[config.mk]
export PLATFORM = sky130hd
export DESIGN_NAME = dual_serial_port
export DESIGN_NICKNAME = d
export VERILOG_FILES = /design/src/rtl/dual_serial_pkg.sv /design/src/rtl/dual_serial_port.sv
export SDC_FILE = /design/constraint.sdc
export NUM_CORES = 1
export LEC_CHECK = 0
export BUFFER_PORTS_ARGS = -buffer_cell sky130_fd_sc_hd__buf_2
export CORE_MARGIN = 4
export CORE_UTILIZATION = 50
export CTS_CLUSTER_SIZE = 24
export DETAILED_ROUTE_END_ITERATION = 10
export PLACE_DENSITY = 0.73
export SLEW_MARGIN = 0
export SYNTH_ARGS = -nofsm -noshare
export SYNTH_HDL_FRONTEND = slang
export SYNTH_SLANG_ARGS = --single-unit
[constraint.sdc]
create_clock -name ref_clk -period 6.8 [get_ports ref_clk]
set_clock_uncertainty 0.1 [all_clocks]
set_input_delay 0.34 -clock ref_clk [delete_from_list [all_inputs] [get_ports ref_clk]]
set_output_delay 0.34 -clock ref_clk [all_outputs]
set_load 0.01 [all_outputs]
[src/rtl/dual_serial_pkg.sv]
/*
  Constants and carrier types for the dual asynchronous serial host port.
  Assumes a single 20 MHz clock and pins sampled through synchronisers.
*/
package dual_serial_pkg;
  // ==========================================================
  // control-port write byte layout
  localparam int MODE_FLAG       = 7;  // 1: mode byte, 0: command or vector byte
  localparam int VEC_FLAG        = 6;  // with MODE_FLAG low: vector base write
  localparam int MODE_DTR        = 0;
  localparam int MODE_RTS        = 1;
  localparam int MODE_AUTO       = 2;
  localparam int MODE_IRQ_EN     = 3;
  localparam int MODE_VEC_STATUS = 4;
  localparam int MODE_PARITY     = 5;
  localparam int MODE_TX_EN      = 6;
  localparam logic [6:0] MODE_RESET = 7'h00;
  localparam logic [3:0] VEC_RESET  = 4'h0;
  // ==========================================================
  // commands, in bits 2:0 of a command byte
  localparam logic [2:0] CMD_RESET_EXT = 3'h2;
  localparam logic [2:0] CMD_RESET_TX  = 3'h5;
  localparam logic [2:0] CMD_ERR_RESET = 3'h6;
  // ==========================================================
  // frame and buffer sizes, interrupt source bits
  localparam int FIFO_DEPTH  = 3;
  localparam int FRAME_BITS  = 11;  // start, 8 data, parity or stop, stop
  localparam int RX_BITS     = 10;  // bits gathered after the start bit
  localparam int SRC_SPECIAL = 0;
  localparam int SRC_RX      = 1;
  localparam int SRC_TX      = 2;
  localparam int SRC_EXT     = 3;
  // ==========================================================
  typedef struct packed {
    logic       ce_n;
    logic       io_request_n;
    logic       rd_n;
    logic       fetch_cycle_n;
    logic       cd_sel;
    logic       ba_sel;
    logic [7:0] data;
  } host_bus_s;
  typedef struct packed {
    logic ri_n;
    logic dcd_n;
    logic cts_n;
    logic rxd;
  } modem_in_s;
endpackage : dual_serial_pkg

[src/rtl/dual_serial_port.sv]
/*
  Dual asynchronous serial controller, device side of a byte-wide host bus.
  Assumes bus, serial clock and modem pins are asynchronous, srst and chain_enable_in synchronous; bus strobes last many ref_clk cycles.
*/
`timescale 1ns/1ps
module dual_serial_port (
  input  wire logic                       ref_clk,
  input  wire logic                       srst,
  input  wire dual_serial_pkg::host_bus_s bus_in,
  output logic [7:0]                      data_out,
  output logic                            data_oe,
  input  wire logic                       chain_enable_in,
  output logic                            chain_enable_out,
  output logic                            int_out_n,
  output logic                            int_oe,
  input  wire logic                       chan_a_transmit_clock,
  input  wire logic                       chan_a_receive_clock,
  input  wire logic                       chan_b_shared_clock,
  input  wire dual_serial_pkg::modem_in_s modem_a,
  input  wire dual_serial_pkg::modem_in_s modem_b,
  output logic [1:0]                      txd,
  output logic [1:0]                      terminal_ready_n,
  output logic [1:0]                      send_request_n
);
  localparam int NPIN = 14 + 3 + 8;
  // ==========================================================
  // pin synchronisers: a change counts once stages two and three agree
  logic [NPIN-1:0] raw, s1, s2, s3, flt;
  assign raw = {bus_in, chan_a_transmit_clock, chan_a_receive_clock, chan_b_shared_clock,
                modem_a, modem_b};
  genvar g;
  for (g = 0; g < NPIN; g++) begin : g_sync
    always_ff @(posedge ref_clk) begin
      s1[g] <= raw[g];
      s2[g] <= s1[g];
      s3[g] <= s2[g];
      if (srst) flt[g] <= 1'b1;
      else if (s2[g] == s3[g]) flt[g] <= s3[g];
    end
  end
  dual_serial_pkg::host_bus_s bus;
  dual_serial_pkg::modem_in_s mdm [2];
  logic [1:0] txc, rxc, txc_d, rxc_d, tx_tick, rx_tick;
  assign bus = flt[24:11];
  assign mdm[0] = flt[7:4];
  assign mdm[1] = flt[3:0];
  assign txc = {flt[8], flt[10]};
  assign rxc = {flt[8], flt[9]};
  always_ff @(posedge ref_clk) begin
    txc_d <= txc;
    rxc_d <= rxc;
  end
  assign tx_tick = txc & ~txc_d;
  assign rx_tick = rxc & ~rxc_d;
  // ==========================================================
  // bus cycle decode; each action is taken once at the start of a cycle
  logic sel, ack, sel_d, ack_d, acc_go, ack_go, rd_go, wr_go;
  assign sel = !bus.ce_n && !bus.io_request_n && bus.fetch_cycle_n;
  assign ack = !bus.fetch_cycle_n && !bus.io_request_n;
  always_ff @(posedge ref_clk) begin
    sel_d <= srst ? 1'b0 : sel;
    ack_d <= srst ? 1'b0 : ack;
  end
  assign acc_go = sel && !sel_d;
  assign ack_go = ack && !ack_d;
  assign rd_go  = acc_go && !bus.rd_n;
  assign wr_go  = acc_go && bus.rd_n;
  // ==========================================================
  // per channel state
  logic [6:0] mode [2];
  logic [3:0] vec_base;
  logic [3:0] pend [2];
  logic [7:0] fifo [2][dual_serial_pkg::FIFO_DEPTH];
  logic [1:0] fcnt [2];
  logic [7:0] hold [2];
  logic [1:0] hold_full, brk, tx_load;
  logic [7:0] status [2];
  logic [1:0] ctl_wr, dat_wr, ctl_rd, dat_rd;
  for (g = 0; g < 2; g++) begin : g_chan
    logic [10:0] tsh;
    logic [3:0]  tcnt, rcnt;
    logic [9:0]  rsh;
    logic [2:0]  modem_d;
    logic        perr, ferr, push;
    logic        ch_hit;
    assign ch_hit = (bus.ba_sel == 1'(g));
    assign ctl_wr[g] = wr_go && ch_hit && bus.cd_sel;
    assign dat_wr[g] = wr_go && ch_hit && !bus.cd_sel;
    assign ctl_rd[g] = rd_go && ch_hit && bus.cd_sel;
    assign dat_rd[g] = rd_go && ch_hit && !bus.cd_sel;
    // configuration bytes
    always_ff @(posedge ref_clk) begin
      if (srst) mode[g] <= dual_serial_pkg::MODE_RESET;
      else if (ctl_wr[g] && bus.data[dual_serial_pkg::MODE_FLAG]) mode[g] <= bus.data[6:0];
    end
    assign terminal_ready_n[g] = !mode[g][dual_serial_pkg::MODE_DTR];
    assign send_request_n[g]   = !mode[g][dual_serial_pkg::MODE_RTS];
    // transmitter: holding buffer then shifter; auto enable waits for clear to send
    assign tx_load[g] = tx_tick[g] && tcnt == 4'h0 && hold_full[g]
                        && mode[g][dual_serial_pkg::MODE_TX_EN]
                        && !(mode[g][dual_serial_pkg::MODE_AUTO] && mdm[g].cts_n);
    always_ff @(posedge ref_clk) begin
      if (srst) begin
        hold_full[g] <= 1'b0;
        hold[g]      <= 8'h00;
        tsh          <= '1;
        tcnt         <= 4'h0;
      end else begin
        if (dat_wr[g]) begin
          hold[g]      <= bus.data;
          hold_full[g] <= 1'b1;
        end else if (tx_load[g]) hold_full[g] <= 1'b0;
        if (tx_load[g]) begin
          tsh  <= {1'b1, mode[g][dual_serial_pkg::MODE_PARITY] ? ^hold[g] : 1'b1,
                   hold[g], 1'b0};
          tcnt <= 4'(dual_serial_pkg::FRAME_BITS);
        end else if (tx_tick[g] && tcnt != 4'h0) begin
          tsh  <= {1'b1, tsh[10:1]};
          tcnt <= tcnt - 4'h1;
        end
      end
    end
    assign txd[g] = (tcnt == 4'h0) ? 1'b1 : tsh[0];
    // receiver: x1 clock, frame gathered after the start bit
    always_ff @(posedge ref_clk) begin
      if (srst) begin
        rcnt <= 4'h0;
        rsh  <= 10'h000;
      end else if (rx_tick[g]) begin
        if (rcnt != 4'h0) begin
          rsh  <= {mdm[g].rxd, rsh[9:1]};
          rcnt <= rcnt - 4'h1;
        end else if (!mdm[g].rxd
                     && !(mode[g][dual_serial_pkg::MODE_AUTO] && mdm[g].dcd_n)) begin
          rcnt <= 4'(dual_serial_pkg::RX_BITS);
        end
      end
    end
    assign push = rx_tick[g] && rcnt == 4'h1;
    assign ferr = !mdm[g].rxd || (!mode[g][dual_serial_pkg::MODE_PARITY] && !rsh[9]);
    assign perr = mode[g][dual_serial_pkg::MODE_PARITY] && (rsh[9] != ^rsh[8:1]);
    // three-entry receive fifo; the head sits in entry zero
    always_ff @(posedge ref_clk) begin
      if (srst) fcnt[g] <= 2'h0;
      else begin
        if (dat_rd[g] && fcnt[g] != 2'h0) begin
          fifo[g][0] <= fifo[g][1];
          fifo[g][1] <= fifo[g][2];
        end
        if (push && fcnt[g] != 2'(dual_serial_pkg::FIFO_DEPTH))
          fifo[g][2'(fcnt[g] - 2'(dat_rd[g] && fcnt[g] != 2'h0))] <= rsh[8:1];
        fcnt[g] <= 2'(fcnt[g] + 2'(push && fcnt[g] != 2'(dual_serial_pkg::FIFO_DEPTH))
                   - 2'(dat_rd[g] && fcnt[g] != 2'h0));
      end
    end
    // interrupt sources; a setting event beats a clear in the same cycle
    always_ff @(posedge ref_clk) begin
      if (srst) begin
        pend[g]  <= 4'h0;
        brk[g]   <= 1'b0;
        modem_d  <= 3'h7;
      end else begin
        modem_d <= {mdm[g].ri_n, mdm[g].cts_n, mdm[g].dcd_n};
        if (push && (ferr || perr || fcnt[g] == 2'(dual_serial_pkg::FIFO_DEPTH)))
          pend[g][dual_serial_pkg::SRC_SPECIAL] <= 1'b1;
        else if (ctl_wr[g] && bus.data[7:6] == 2'b00
                 && bus.data[2:0] == dual_serial_pkg::CMD_ERR_RESET)
          pend[g][dual_serial_pkg::SRC_SPECIAL] <= 1'b0;
        if (push) pend[g][dual_serial_pkg::SRC_RX] <= 1'b1;
        else if (dat_rd[g] && fcnt[g] <= 2'h1) pend[g][dual_serial_pkg::SRC_RX] <= 1'b0;
        if (tx_load[g]) pend[g][dual_serial_pkg::SRC_TX] <= 1'b1;
        else if (dat_wr[g] || (ctl_wr[g] && bus.data[7:6] == 2'b00
                 && bus.data[2:0] == dual_serial_pkg::CMD_RESET_TX))
          pend[g][dual_serial_pkg::SRC_TX] <= 1'b0;
        if (push && ferr && rsh[8:1] == 8'h00) brk[g] <= 1'b1;
        else if (brk[g] && mdm[g].rxd) brk[g] <= 1'b0;
        if (modem_d != {mdm[g].ri_n, mdm[g].cts_n, mdm[g].dcd_n}
            || (push && ferr && rsh[8:1] == 8'h00 && !brk[g]) || (brk[g] && mdm[g].rxd))
          pend[g][dual_serial_pkg::SRC_EXT] <= 1'b1;
        else if (ctl_wr[g] && bus.data[7:6] == 2'b00
                 && bus.data[2:0] == dual_serial_pkg::CMD_RESET_EXT)
          pend[g][dual_serial_pkg::SRC_EXT] <= 1'b0;
      end
    end
    assign status[g] = {brk[g], !mdm[g].cts_n, !mdm[g].dcd_n, !mdm[g].ri_n,
                        !hold_full[g], pend[g][dual_serial_pkg::SRC_SPECIAL], 1'b0,
                        fcnt[g] != 2'h0};
    a_tx_empty_raise: assert property (@(posedge ref_clk) disable iff (srst)
      tx_load[g] |=> pend[g][dual_serial_pkg::SRC_TX]) else $error("tx empty not raised");
    a_special_held: assert property (@(posedge ref_clk) disable iff (srst)
      pend[g][0] && !ctl_wr[g] |=> pend[g][0]) else $error("special dropped early");
    a_fifo_entry: assert property (@(posedge ref_clk) disable iff (srst)
      push && fcnt[g] != 2'(dual_serial_pkg::FIFO_DEPTH) && !dat_rd[g]
      |=> fcnt[g] == 2'($past(fcnt[g]) + 2'h1) && pend[g][dual_serial_pkg::SRC_RX])
      else $error("receive entry not counted");
    a_dtr_follow: assert property (@(posedge ref_clk) disable iff (srst)
      ctl_wr[g] && bus.data[7] |=> terminal_ready_n[g] == !$past(bus.data[0]))
      else $error("terminal ready not following software");
  end
  always_ff @(posedge ref_clk) begin
    if (srst) vec_base <= dual_serial_pkg::VEC_RESET;
    else if (ctl_wr[1] && bus.data[7:6] == 2'b01) vec_base <= bus.data[3:0];
  end
  // ==========================================================
  // fixed priority across the eight sources, channel A first
  logic [7:0] req;
  logic [2:0] top;
  logic       any_req, in_svc;
  logic [2:0] svc_idx;
  logic [7:0] vector;
  assign req = {pend[1] & {4{mode[1][dual_serial_pkg::MODE_IRQ_EN]}},
                pend[0] & {4{mode[0][dual_serial_pkg::MODE_IRQ_EN]}}};
  always_comb begin
    top = 3'h0;
    for (int i = 7; i >= 0; i--) if (req[i]) top = 3'(i);
  end
  assign any_req = |req;
  // status may select the vector; only bits 3:1 are replaced
  assign vector = mode[1][dual_serial_pkg::MODE_VEC_STATUS]
                  ? {vec_base, top, 1'b0} : {vec_base, 4'h0};
  // service ends when the acknowledged source is cleared by software
  always_ff @(posedge ref_clk) begin
    if (srst) begin
      in_svc  <= 1'b0;
      svc_idx <= 3'h0;
    end else if (ack_go && chain_enable_in && any_req) begin
      in_svc  <= 1'b1;
      svc_idx <= top;
    end else if (in_svc && !req[svc_idx]) in_svc <= 1'b0;
  end
  assign int_out_n        = 1'b0;
  assign int_oe           = any_req && chain_enable_in && !in_svc;
  assign chain_enable_out = chain_enable_in && !any_req && !in_svc;
  // ==========================================================
  // data bus drive, held for the whole read or acknowledge cycle
  always_ff @(posedge ref_clk) begin
    if (srst) begin
      data_oe  <= 1'b0;
      data_out <= 8'h00;
    end else begin
      if (rd_go) begin
        data_oe  <= 1'b1;
        data_out <= bus.cd_sel ? status[bus.ba_sel] : fifo[bus.ba_sel][0];
      end else if (ack_go && chain_enable_in && any_req) begin
        data_oe  <= 1'b1;
        data_out <= vector;
      end else if (!sel && !ack) data_oe <= 1'b0;
    end
  end
  a_read_drive: assert property (@(posedge ref_clk) disable iff (srst)
    rd_go |=> data_oe ##1 (data_oe || !sel)) else $error("read not driven");
  a_write_quiet: assert property (@(posedge ref_clk) disable iff (srst)
    wr_go && !data_oe |=> !data_oe) else $error("write cycle drove bus");
  a_ack_vector: assert property (@(posedge ref_clk) disable iff (srst)
    ack_go && chain_enable_in && any_req |=> data_oe && data_out == $past(vector))
    else $error("acknowledge vector wrong");
  a_chain_block: assert property (@(posedge ref_clk) disable iff (srst)
    ack_go && chain_enable_in && any_req |=> in_svc && !int_oe && !chain_enable_out)
    else $error("chain passed during service");
endmodule : dual_serial_port

# After elaboration in Yosys (flattened, before gate mapping)
# Memories as Yosys holds them, arrays and structs flattened. A register that Yosys moved wholly into a read port is not among the register bits.
# Cells that the tools add are included.
[word_totals]
wordCells = 597
memories = 5
ramBits = 90
output_inout_bits = 18
register_bits = 189
in_bits = 28
[mem_list]
columns = ["memory", "depth", "width", "read_ports", "rd_ports_with_merged_regs", "wr", "line_no", "text"]
rows = [
  ["fifo", 2, 24, 3, 1, 2, "dual_serial_port.sv:73", "logic [7:0] fifo [2][dual_serial_pkg::FIFO_DEPTH];"],
  ["hold", 2, 8, 2, 0, 2, "dual_serial_port.sv:75", "logic [7:0] hold [2];"],
  ["mode", 2, 7, 2, 0, 2, "dual_serial_port.sv:70", "logic [6:0] mode [2];"],
  ["pend", 2, 4, 2, 0, 2, "dual_serial_port.sv:72", "logic [3:0] pend [2];"],
  ["fcnt", 2, 2, 2, 0, 2, "dual_serial_port.sv:74", "logic [1:0] fcnt [2];"],
]
[classes]
magnitude_cmp = 8
bitwise_logic = 64
eq_ne = 39
reduce_logical = 157
mux = 189
addsub = 10
[op_table]
columns = ["op", "count"]
rows = [
  ["1-bit two-way mux", 149],
  ["8-bit two-way mux", 10],
  ["1-bit logical AND", 76],
  ["1-bit OR", 54],
  ["24-bit two-way mux", 2],
  ["10-bit two-way mux", 4],
  ["1-bit zero test", 36],
  ["4-bit two-way mux", 9],
  ["8-bit demux with 2-bit select", 2],
  ["8-bit XOR reduction", 4],
  ["1-bit equality test", 25],
  ["3-bit two-way mux", 8],
  ["2-bit nonzero test", 12],
  ["8-bit zero test", 2],
  ["4-bit nonzero test", 4],
  ["4-bit by 1-bit subtractor with 4-bit output (second input constant)", 4],
  ["7-bit two-way mux", 2],
  ["1-bit logical OR", 12],
  ["4-bit bitwise AND", 2],
  ["4-bit by 1-bit equality test with 1-bit output (second input constant)", 2],
  ["4-bit zero test", 2],
  ["2-bit AND reduction", 4],
  ["8-bit OR reduction", 1],
  ["2-bit by 1-bit subtractor with 2-bit output", 4],
  ["23 further kinds", 37],
]

# Depth between registers and ports, before layout
[logic_depth]
ltp_word = 16
mapped_depth = 11
depth_no_buf = 10

# Worst setup path after synthesis
# OpenSTA, ideal clock, no wires.
[synth_timing]
kind = "reg-to-reg"
from = "register flt[23] (netlist: bus[12])"
to = "memory fifo[0][16] (netlist name), enable pin"
required_time_ps = 6325
synth_period_minus_slack_ps = 2839
setup_ps = 375
path_stages_with_launch = 11
t_arrival_ps = 2364
path_slack_ps = 3961
path_buffers = 1
path_cell_list = "dfxtp_1 nor3_4 nand3b_1 clkbuf_1 nor3_1 o21ai_0 inv_1 ha_1 inv_1 nor4_4 o21bai_1"
[synth_rtl]
columns = ["item", "line_no", "text"]
rows = [
  ["start, declared", "dual_serial_port.sv:28", "logic [NPIN-1:0] raw, s1, s2, s3, flt;"],
  ["start signal, assigned by index", "dual_serial_port.sv:38", "else if (s2[g] == s3[g]) flt[g] <= s3[g];"],
  ["end, declared", "dual_serial_port.sv:73", ""],
]

==> summary.md <==
| Metric | Value |
|---|---|
| Status | finished clean |
| IO Port Bufs | between 40 and 50 |
| Crit Path Category | reg -> reg |
| Maximum clock path buffer count | 3 |
| Max-slew violations | 0 |
| Post-Synthesis Cells | a little under 1000 |
| Crit path cell chain | nor3_4, nand3b_1, nor3_1, o21ai_0, inv_1, ha_1, inv_1, nor4_4, o21bai_1 |
| Syn Area/Cell | about 11 µm² |
| Remaining global-route overflow | 0 |
| Post-synth cell types | between 60 and 70 |
| Die Span X | about 150 µm |
| CTS Sinks | around 280 |
| Clk network pwr share | approximately 44% |
| Top cell by count, worst path | inv_1 |
| DRC | 0 |
| Via/cell ratio | 5.23 |
| Sequential power share | 52.2% |
| Post-synth top flop | dfxtp_1 |
| Top post-synthesis cells by area | dfxtp_1 (36%), edfxtp_1 (24%), nor2_1 (3.9%) |
| Layout area overhead | 14.7% |
| CTS Buf Count | 27 |
| Pleak | approximately 4.8 nW |
| Ys async rst share | 0% |
| FMAX | 0.293 GHz |
| Arr. time, crit path | around 3500 ps |
| Drt pass-1 iters | 5 |
| First-pass GRT wire length | between 30 and 40 mm |
| Synth Warn # | 0 |
| Fin. Hold Viols | 0 |
| Net Sw Power | 0.000744 W |
| Vias in the first global route | roughly 6800 |
| Crit-path leading delay family | simple AND/OR/NAND/NOR gates |
| H-tree Lvls | 1 |
| Synthesized area | between 0.01 and 0.015 mm² |
| Post-route antenna net violation count | 0 |
| Maxcap violations | 0 |
| DP HPWL | between 10 and 15 mm |
| Required time of the critical path | roughly 7000 ps |
| Routed WL per cell | between 15 and 20 µm |
| Ant. Diodes | 0 |
| Placed cell count | about 1300 |
| Share of the synthesized area in the top cell type | 35.9% |
| Crit path buf inv count | 2 |
| Initial antenna violation count | 0 |
| Via Count | between 7000 and 8000 |
| TNS Setup | 0 ps |
| CP endpoint kind | register |
| Hold WC Path Type | reg -> reg |
| RSZ-0062 raised after global routing | no |
| Die Height | 154 µm |
| Comb pwr share | between 3 and 4% |
| EDFF count, synth | between 80 and 90 |
| Worst Tran Pin Value | between 1000 and 1500 ps |
| Critical path fanouts, max | 12 |
| Setup Buffers After CTS | 0 |
| Final RePlAce weighted congestion | ~0.78 |
| I/O pin cnt | 46 |
| Final Cycle Share | between 50% and 60% |
| Final setup vio count | 0 |
| Slowest-stage cell, CP | nor4_4 |
| Drt first-iter violations | ~380 |
| Core ar. | about 0.021 mm² |
| Cell taking the most area after synthesis | dfxtp_1 |
| Final Core Density | about three fifths |
| Type of origin of the critical path | register |
| Synthesis-stage register bit count | about 280 |
| Sw frac | around 22% |
| Fraction of layout cells with a size suffix above 1 | 14.8% |
| Final Instance Count excl. Fillers | ~1300 |
| Final WL | 20.6 mm |
| Count leader, synth | dfxtp_1 |
| Final Critical Period | about 3400 ps |
| Clk pin slew, worst setup/hold paths | 70 ps |
| CP peak stage delay | 590 ps |
| Die Footprint | 0.0237 mm² |
| Internal power | 0.00269 W |
| CTS Root Cell | clkbuf_16 |
| GRT Util Overall | 17.5% |
| Largest net degree at the start of global routing | ~60 |
| Fin nets | between 1000 and 1500 |
| VDD IR max | about 0.34 mV |
| CTS tree | yes |
| Top cells by count, synth | dfxtp_1 (191), nor2_1 (110), edfxtp_1 (85), a21oi_1 (74), nand2_1 (65) |
| Rel. slew slack | a little under 30% |
| Initial core utilization | between 50% and 60% |
| Rows | 53 |
| Clk_lat worst skew | between 500 and 600 ps |
| Syn Nets | 1037 |
| Sequential share of the synthesized area | approximately three fifths |
| P per Cell Area | about 280 mW/mm² |
cells in the final DEF (no fill, tap or decap), types with 8 or more instances in the layout:
cell type and count:
a21oi_1 74, and2_1 33, and3_1 17, buf_2 44, clkbuf_16 31, dfxtp_1 191
dlygate4sd3_1 25, edfxtp_1 85, ha_1 18, inv_1 47, mux2_2 36, mux2i_1 13
nand2_1 65, nand3_1 16, nand4_1 8, nor2_1 110, nor2b_1 11, nor3_1 15
nor4_1 10, o21ai_0 61, or2_2 8, xnor2_1 24, xor2_1 11
cell type report:
cell class                 count  area, µm²
fill                        1725       8790
sequential                   276       6380
multi-input combinational    621       3920
clock buffer                  34        807
timing repair buffer          71        485
tap                          275        344
inverter                      46        173
clock inverter                16        125
path summary, 6_finish.rpt:
check | cells past startpoint | end | slack [ps] | from
setup reg to reg | 9 | fifo[0][21]$_DFFE_PP_ | 3390 | bus[12]$_SDFFE_PP1N_
hold reg to reg | 0 | s2[18]$_DFF_P_ | 220 | s1[18]$_DFF_P_
hold / removal | 0 | s2[18]$_DFF_P_ | 220 | s1[18]$_DFF_P_
setup / recovery | 9 | fifo[0][21]$_DFFE_PP_ | 3390 | bus[12]$_SDFFE_PP1N_
state kept, by name, indices dropped and copies added (netlist names), 11 cells and up, named ones only:
name	count
bus	13
fifo	48
flt	11
g_chan.rsh	18
g_chan.tsh	20
hold	16
mode	13
s1	25
s2	25
s3	25
layer usage:
metal / vias up / wire length (µm) / share of wire, % / track usage, %
met5: - / 0 / 0 / 0
met4: 0 / 322 / 1.6 / 4.25
met3: 23 / 1010 / 4.9 / 2.98
met2: 131 / 9670 / 47 / 28.7
met1: 3303 / 9610 / 47 / 24.4
li1: 3548 / - / - / -
timing repair:
| action | CTS | global route |
|---|---|---|
| gates resized for setup | 0 | 0 |
| hold buffers | 25 | 0 |
| hold endpoints to repair | 25 | 0 |
power by group through the flow:
| stage | logic [W] | clock network [W] | registers [W] |
|---|---|---|---|
| floorplan | 0.0000929 | 0 | 0.00180 |
| global placement | 0.000107 | 0 | 0.00183 |
| detailed placement | 0.000109 | 0 | 0.00183 |
| CTS | 0.000121 | 0.00155 | 0.00179 |
| global route | 0.000137 | 0.00162 | 0.00180 |
| finish | 0.000121 | 0.00152 | 0.00179 |
through the flow:
| step | hold slack [ps] | cell area, µm² | setup WS, ps | total power (W) |
|---|---|---|---|---|
| 2_1_floorplan | 210 | 10700 | 3960 | 0.00189 |
| 3_3_place_gp | 211 | 11000 | 3570 | 0.00193 |
| 3_5_place_dp | 212 | 11000 | 3470 | 0.00194 |
| 4_1_cts | 214 | 12200 | 3400 | 0.00346 |
| 5_1_grt | 217 | 12200 | 3070 | 0.00355 |
| 6_report | 218 | 12200 | 3390 | 0.00343 |
logic make-up after synthesis:
kind of cell             synth area share (%)
AO/OA/AOI/OAI                            9.10
XOR/XNOR                                 3.09
adder cells (fa/ha/maj)                  2.11
buffers and inverters                    3.48
flip-flops                               59.8
multiplexers                             5.44
other                                  0.0352
AND/OR/NAND/NOR                          16.9
Note: power is estimated with default switching activity, not from simulation.
